## src/prc_pkg.sv

```systemverilog
// Constants shared by the peripheral reset control block
//
// How it works
// - AHB2 reset register at 0x14, reset zero; bits 0,1,4-7 used.
// - A bit at one holds its peripheral in reset; zero leaves it alone.
// - AHB3 reset register at 0x18, reset zero; bit 0 is memory controller.
// - APB1 reset register at 0x20, reset zero; timer, serial, bus bits.
// - Word, halfword and byte writes, answered with no wait state while ce is high.
// - Software can write any APB1 bit back to zero, releasing reset.
package prc_pkg;

    // ------------------------------------------------------------------
    // Register offsets, byte addresses
    // ------------------------------------------------------------------
    localparam logic [7:0] AHB2_RST_OFS = 8'h14;
    localparam logic [7:0] AHB3_RST_OFS = 8'h18;
    localparam logic [7:0] APB1_RST_OFS = 8'h20;

    // ------------------------------------------------------------------
    // Reset values and writable-bit masks
    // ------------------------------------------------------------------
    localparam logic [31:0] AHB2_RST_VAL  = 32'h0000_0000;
    localparam logic [31:0] AHB3_RST_VAL  = 32'h0000_0000;
    localparam logic [31:0] APB1_RST_VAL  = 32'h0000_0000;
    localparam logic [31:0] AHB2_RST_MASK = 32'h0000_00f3;
    localparam logic [31:0] AHB3_RST_MASK = 32'h0000_0001;
    localparam logic [31:0] APB1_RST_MASK = 32'h36fe_c9ff;

    // ------------------------------------------------------------------
    // Field positions, AHB2 register
    // ------------------------------------------------------------------
    localparam int CAMERA_IF_BIT = 0;
    localparam int FLOAT_UNIT_BIT = 1;
    localparam int CIPHER_BIT = 4;
    localparam int DIGEST_BIT = 5;
    localparam int RANDOM_GEN_BIT = 6;
    localparam int USB_FS_BIT = 7;

    // Field position, AHB3 register
    localparam int EXT_MEMCTL_BIT = 0;

    // ------------------------------------------------------------------
    // Field positions, APB1 register (timers 2..7,12..14 are 0..8)
    // ------------------------------------------------------------------
    localparam int TIMER_FIRST_BIT = 0;
    localparam int WWDG_BIT = 11;
    localparam int SERIAL2_BIT = 14;
    localparam int SERIAL3_BIT = 15;
    localparam int SYNC_PORT2_BIT = 17;
    localparam int SYNC_PORT3_BIT = 18;
    localparam int ASYNC_PORT4_BIT = 19;
    localparam int ASYNC_PORT5_BIT = 20;
    localparam int TWO_WIRE1_BIT = 21;
    localparam int TWO_WIRE2_BIT = 22;
    localparam int TWO_WIRE3_BIT = 23;
    localparam int FIELDBUS1_BIT = 25;
    localparam int FIELDBUS2_BIT = 26;
    localparam int POWER_IF_BIT = 28;
    localparam int DAC_IF_BIT = 29;

endpackage : prc_pkg

```

## src/prc_word.sv

```systemverilog
// One 32-bit reset register with byte-lane writes and a writable mask
`timescale 1ns/10ps
module prc_word
    import prc_pkg::*;
#(
    parameter logic [31:0] MASK  = 32'hffff_ffff,
    parameter logic [31:0] RESET = 32'h0000_0000
) (
    input  wire logic        clock,
    input  wire logic        rst,
    input  wire logic        ce,
    input  wire logic        wr_en,
    input  wire logic [3:0]  be,
    input  wire logic [31:0] wdata,
    output logic      [31:0] value
);

    typedef struct packed {
        logic [31:0] value;
    } prc_word_state_t;

    prc_word_state_t state_reg;
    prc_word_state_t state_next;

    // Spread the byte strobes over their lanes
    function automatic logic [31:0] lane_bits(input logic [3:0] b);
        return {{8{b[3]}}, {8{b[2]}}, {8{b[1]}}, {8{b[0]}}};
    endfunction

    // ------------------------------------------------------------------
    // Next value
    // ------------------------------------------------------------------
    // Only strobed lanes change; reserved bits stay zero for good
    always_comb begin
        logic [31:0] keep;
        keep = lane_bits(be) & MASK;
        state_next = state_reg;
        if (wr_en) begin
            state_next.value = (state_reg.value & ~keep)
                             | (wdata & keep);
        end
    end

    // Register the state; a low clock enable freezes it
    always_ff @(posedge clock or posedge rst) begin
        if (rst) begin
            state_reg.value <= RESET;
        end else if (ce) begin
            state_reg <= state_next;
        end
    end

    assign value = state_reg.value;

endmodule // prc_word

```

## src/prc_top.sv

```systemverilog
// Peripheral reset control: three software reset registers
`timescale 1ns/10ps
module prc_top
    import prc_pkg::*;
(
    input  wire logic        clock,
    input  wire logic        rst,
    input  wire logic        ce,
    input  wire logic        reg_sel,
    input  wire logic        reg_wr,
    input  wire logic [7:0]  reg_addr,
    input  wire logic [3:0]  reg_be,
    input  wire logic [31:0] reg_wdata,
    output logic             reg_ack,
    output logic      [31:0] reg_rdata,
    output logic             camera_if_reset,
    output logic             float_unit_reset,
    output logic             cipher_reset,
    output logic             digest_engine_reset,
    output logic             random_gen_reset,
    output logic             usb_fullspeed_reset,
    output logic             ext_memctl_reset,
    output logic             timer2_reset,
    output logic             timer3_reset,
    output logic             timer4_reset,
    output logic             timer5_reset,
    output logic             timer6_reset,
    output logic             timer7_reset,
    output logic             timer12_reset,
    output logic             timer13_reset,
    output logic             timer14_reset,
    output logic             window_watchdog_reset,
    output logic             serial_periph2_reset,
    output logic             serial_periph3_reset,
    output logic             sync_async_port2_reset,
    output logic             sync_async_port3_reset,
    output logic             async_port4_reset,
    output logic             async_port5_reset,
    output logic             two_wire1_reset,
    output logic             two_wire2_reset,
    output logic             two_wire3_reset,
    output logic             fieldbus1_reset,
    output logic             fieldbus2_reset,
    output logic             power_if_reset,
    output logic             dac_if_reset
);

    typedef struct packed {
        logic        ack;
        logic [31:0] rdata;
    } prc_bus_state_t;

    prc_bus_state_t state_reg;
    prc_bus_state_t state_next;

    logic [31:0] ahb2_periph_reset;
    logic [31:0] ahb3_periph_reset;
    logic [31:0] apb1_periph_reset;
    logic        wr_ahb2;
    logic        wr_ahb3;
    logic        wr_apb1;

    // Word match; the two low address bits are covered by the strobes
    function automatic logic hit(input logic [7:0] a, input logic [7:0] o);
        return a[7:2] == o[7:2];
    endfunction

    // ------------------------------------------------------------------
    // Address decode
    // ------------------------------------------------------------------
    // Unmapped writes fall through and are dropped, still acknowledged
    assign wr_ahb2 = reg_sel && reg_wr && hit(reg_addr, AHB2_RST_OFS);
    assign wr_ahb3 = reg_sel && reg_wr && hit(reg_addr, AHB3_RST_OFS);
    assign wr_apb1 = reg_sel && reg_wr && hit(reg_addr, APB1_RST_OFS);

    // ------------------------------------------------------------------
    // Registers
    // ------------------------------------------------------------------
    prc_word #(.MASK(AHB2_RST_MASK), .RESET(AHB2_RST_VAL)) u_ahb2 (
        .clock (clock),
        .rst   (rst),
        .ce    (ce),
        .wr_en (wr_ahb2),
        .be    (reg_be),
        .wdata (reg_wdata),
        .value (ahb2_periph_reset)
    );

    prc_word #(.MASK(AHB3_RST_MASK), .RESET(AHB3_RST_VAL)) u_ahb3 (
        .clock (clock),
        .rst   (rst),
        .ce    (ce),
        .wr_en (wr_ahb3),
        .be    (reg_be),
        .wdata (reg_wdata),
        .value (ahb3_periph_reset)
    );

    prc_word #(.MASK(APB1_RST_MASK), .RESET(APB1_RST_VAL)) u_apb1 (
        .clock (clock),
        .rst   (rst),
        .ce    (ce),
        .wr_en (wr_apb1),
        .be    (reg_be),
        .wdata (reg_wdata),
        .value (apb1_periph_reset)
    );

    // ------------------------------------------------------------------
    // Bus answer: acknowledge every access made with ce high on the next edge
    // ------------------------------------------------------------------
    // Read data is sampled before any write of the same cycle lands
    always_comb begin
        state_next = state_reg;
        state_next.ack = reg_sel;
        state_next.rdata = 32'h0000_0000;
        if (reg_sel && !reg_wr) begin
            if (hit(reg_addr, AHB2_RST_OFS)) begin
                state_next.rdata = ahb2_periph_reset;
            end else if (hit(reg_addr, AHB3_RST_OFS)) begin
                state_next.rdata = ahb3_periph_reset;
            end else if (hit(reg_addr, APB1_RST_OFS)) begin
                state_next.rdata = apb1_periph_reset;
            end
        end
    end

    // Bus answer flops, frozen with the rest when the enable is low
    always_ff @(posedge clock or posedge rst) begin
        if (rst) begin
            state_reg <= '0;
        end else if (ce) begin
            state_reg <= state_next;
        end
    end

    assign reg_ack   = state_reg.ack;
    assign reg_rdata = state_reg.rdata;

    // ------------------------------------------------------------------
    // Reset lines, straight from the register flops
    // ------------------------------------------------------------------
    // A one holds the peripheral in reset until software clears it
    assign camera_if_reset      = ahb2_periph_reset[CAMERA_IF_BIT];
    assign float_unit_reset     = ahb2_periph_reset[FLOAT_UNIT_BIT];
    assign cipher_reset         = ahb2_periph_reset[CIPHER_BIT];
    assign digest_engine_reset  = ahb2_periph_reset[DIGEST_BIT];
    assign random_gen_reset     = ahb2_periph_reset[RANDOM_GEN_BIT];
    assign usb_fullspeed_reset  = ahb2_periph_reset[USB_FS_BIT];
    assign ext_memctl_reset     = ahb3_periph_reset[EXT_MEMCTL_BIT];
    assign timer2_reset  = apb1_periph_reset[TIMER_FIRST_BIT];
    assign timer3_reset  = apb1_periph_reset[TIMER_FIRST_BIT + 1];
    assign timer4_reset  = apb1_periph_reset[TIMER_FIRST_BIT + 2];
    assign timer5_reset  = apb1_periph_reset[TIMER_FIRST_BIT + 3];
    assign timer6_reset  = apb1_periph_reset[TIMER_FIRST_BIT + 4];
    assign timer7_reset  = apb1_periph_reset[TIMER_FIRST_BIT + 5];
    assign timer12_reset = apb1_periph_reset[TIMER_FIRST_BIT + 6];
    assign timer13_reset = apb1_periph_reset[TIMER_FIRST_BIT + 7];
    assign timer14_reset = apb1_periph_reset[TIMER_FIRST_BIT + 8];
    assign window_watchdog_reset  = apb1_periph_reset[WWDG_BIT];
    assign serial_periph2_reset   = apb1_periph_reset[SERIAL2_BIT];
    assign serial_periph3_reset   = apb1_periph_reset[SERIAL3_BIT];
    assign sync_async_port2_reset = apb1_periph_reset[SYNC_PORT2_BIT];
    assign sync_async_port3_reset = apb1_periph_reset[SYNC_PORT3_BIT];
    assign async_port4_reset      = apb1_periph_reset[ASYNC_PORT4_BIT];
    assign async_port5_reset      = apb1_periph_reset[ASYNC_PORT5_BIT];
    assign two_wire1_reset        = apb1_periph_reset[TWO_WIRE1_BIT];
    assign two_wire2_reset        = apb1_periph_reset[TWO_WIRE2_BIT];
    assign two_wire3_reset        = apb1_periph_reset[TWO_WIRE3_BIT];
    assign fieldbus1_reset        = apb1_periph_reset[FIELDBUS1_BIT];
    assign fieldbus2_reset        = apb1_periph_reset[FIELDBUS2_BIT];
    assign power_if_reset         = apb1_periph_reset[POWER_IF_BIT];
    assign dac_if_reset           = apb1_periph_reset[DAC_IF_BIT];
endmodule // prc_top

```

## config.mk

```make
export PLATFORM = sky130hd
export DESIGN_NAME = prc_top
export DESIGN_NICKNAME = d
export VERILOG_FILES = /design/src/prc_pkg.sv /design/src/prc_word.sv /design/src/prc_top.sv
export SDC_FILE = /design/constraint.sdc
export NUM_CORES = 1
export LEC_CHECK = 0
export ABC_AREA = 1
export ABC_CLOCK_PERIOD_IN_PS = 1200
export BUFFER_PORTS_ARGS = -buffer_cell sky130_fd_sc_hd__buf_2
export CORE_MARGIN = 8
export CORE_UTILIZATION = 50
export DETAILED_ROUTE_END_ITERATION = 10
export PLACE_DENSITY = 0.77
export SETUP_SLACK_MARGIN = 0.1
export SYNTH_ARGS = -nofsm -noshare
export SYNTH_HDL_FRONTEND = slang
export SYNTH_HIERARCHICAL = 1
export SYNTH_SLANG_ARGS = --single-unit
```

## constraint.sdc

```tcl
create_clock -name clock -period 1.2 [get_ports clock]
set_clock_uncertainty 0.05 [all_clocks]
set_input_delay 0.24 -clock clock [delete_from_list [all_inputs] [get_ports clock]]
set_output_delay 0.24 -clock clock [all_outputs]
set_load 0.01 [all_outputs]
```

==> flow_summary.ini <==
[pwr]
peakVddDrop_mv = 0.623
p_leak_nw = 3.31
internal-power_mw = 3.84
power_switching_mw = 1.29
p_clk_frac = 0.448
power_density_mw_per_mm2 = 919
comb_power_share = 0.126
switching_share = 0.251
seqPwrFrac = 0.426
finalPower_mw = 5.13

[place]
port_buffers = 100
place_congestion = 0.781
hpwl_mm = 7.67
placed_cell_area_sq_mm = 0.00459

[floorplan]
die_w_um = 106
start_util = 0.505
rows = 33
die_h_um = 106
core_sq_mm = 0.00805
ioPinCount = 112
dieArea_sq_mm = 0.0113

[finish]
layout-drive-gt1-share = 0.347
multi_input_area_sq_mm = 0.00204
area_growth_syn_to_layout_pct = 37.3
regArea_sq_mm = 0.00158
nets = 773
fillers = 599
diodes = 0
finalInstanceArea_sq_mm = 0.00558

[timing]
fmax_mhz = 826
finalHoldViolations = 0
setup_tns_ns = -0.0332
slew_violations = 0
fin_crit_ns = 1.21
fin_ws_ns = -0.0104
period_share = 1.01
setup_viol = 4
rsz0062_at_grt = true

[synth]
postSynthAreaPerCell_sq_um = 7.38
yosys_register_bits = 63
ys.warnings.count = 6
netlist_instances = 551
synth_seq_area_share = 0.388
ys_types = 17
syn_area_sq_mm = 0.00407

[critical_path]
crit_buf_inv = 1
crit_family = flip-flops
path_max_fanout = 2
arrival_ns = 0.92
worstPathRequired_ns = 0.91
slowest_delay_ns = 0.41
rr_worst_depth = 6
startpoint_type = flop
crit_cells = 1
cp-end-kind = output port
r2r_end = reg_rdata[19]
path_class = reg -> out
crit_chain = buf_2
endpoint = timer12_reset
r2r_slack_ns = 0.09
cp_slowest_cell = dfrtp_1

[route]
ant_nets = 0
viasPerCell = 5.11
top_layer = met4
wl_per_cell_um = 14.9
first_pass_iters = 6
dr_wl_met3_um = 918
vias = 4260
first_iter_violations = 298
drt-total-wl_mm = 12.5
met1_length_mm = 5.11
drc = 0
dr_wl_met2_mm = 6.17

[clock_tree]
cts_tree = built
clk_pin_slew_worst_paths_ns = 0.07
clkSinkCount = 63
htreeDepth = 3
clk_latency_ns = 0.36
cts_made_buffers = 9
root_buffer = clkbuf_8
cts.path.max_buffers = 2

[status]
run_status = complete, but fails checks
violations = setup timing

[run]
cap_violations = 0

[global_routing]
antenna_found_initial = 0
grt_use_total = 0.208
grt_overflow = 0
grt_max_degree = 38
grt_pass1_wl_mm = 19.1
grt_pass1_vias = 3953

[worst_hold_path]
hp-class = in -> reg
## metrics by stage
| stage | utilization | cells | worst slack [ns] | hold slack, ns |
|---|---|---|---|---|
| floorplan | - | 614 | -0.130 | -0.0813 |
| global placement | 0.570 | 751 | -0.190 | 0.0680 |
| detailed placement | 0.570 | 751 | -0.231 | 0.0692 |
| CTS | 0.653 | 821 | -0.00192 | 0.0619 |
| global route | 0.693 | 834 | -0.0432 | 0.0778 |
| finish | 0.693 | 834 | -0.0104 | 0.0616 |
## logic make-up after synthesis
group,after synthesis,share of synthesized area
AND/OR/NAND/NOR,372,0.419
buffers and inverters,113,0.191
flip-flops,63,0.388
other,3,0.00277
## worst min-delay path by stage
stage                     slack, ns  cells past startpoint    startpoint        end
after floorplan               -0.08                      1           rst  async pin
after global placement         0.07                      2           rst  async pin
after detailed placement       0.07                      2           rst  async pin
after CTS                      0.06                      3       reg_sel    reg_ack
after global routing           0.08                      3  reg_wdata[3]       flop
final                          0.06                      3       reg_sel    reg_ack
## layer usage
metal / up-vias / GRT usage
li1: 2037 / -
met1: 2013 / 0.256
met2: 181 / 0.336
met3: 29 / 0.0684
met4: 0 / 0.0683
met5: - / 0
## synth_stat cells (all sizes together)
library cell  count  area, sq um
buf              97          716
dfrtp            63         1580
nand4            63          394
inv               9         33.8
nor2             73          297
or2               1         6.26
nand2           164          616
clkbuf            7         26.3
nand3            71          390
conb              3         11.3
## layout by cell type, fill, tap and decap left out, drive strengths merged
cell	n
clkinvlp	1
dlygate4sd3	1
nand4	63
buf	199
clkinv	2
inv	9
conb	66
dfrtp	63
nand3	71
nand2	164
or2	1
clkbuf	13
bufinv	3
nor2	73
## timing repair
item	CTS	global route
hold buffers	1	0
cloned	0	3
hold endpoints to repair	63	0
gates resized for setup	3	39
setup buffers	53	13
endpoints found under the setup margin	63	91
pin swaps	0	21
## layout make-up
class / count / share of cell area
flip-flops and latches: 63 / 0.282
clock buffers: 10 / 0.0247
multi-input cells: 438 / 0.365
inverters: 9 / 0.00740
clock inverters: 6 / 0.0193
repair buffers: 203 / 0.278
well taps: 105 / 0.0235
## power by group through the flow
stage / logic, mW / clock network, mW / registers [mW]
detailed placement: 0.529 / 0 / 2.23
finish: 0.647 / 2.30 / 2.18
CTS: 0.593 / 2.31 / 2.18
global placement: 0.516 / 0 / 2.23
global route: 0.707 / 2.43 / 2.19
floorplan: 0.450 / 0 / 2.24
Note: power is estimated with default switching activity, not from simulation.
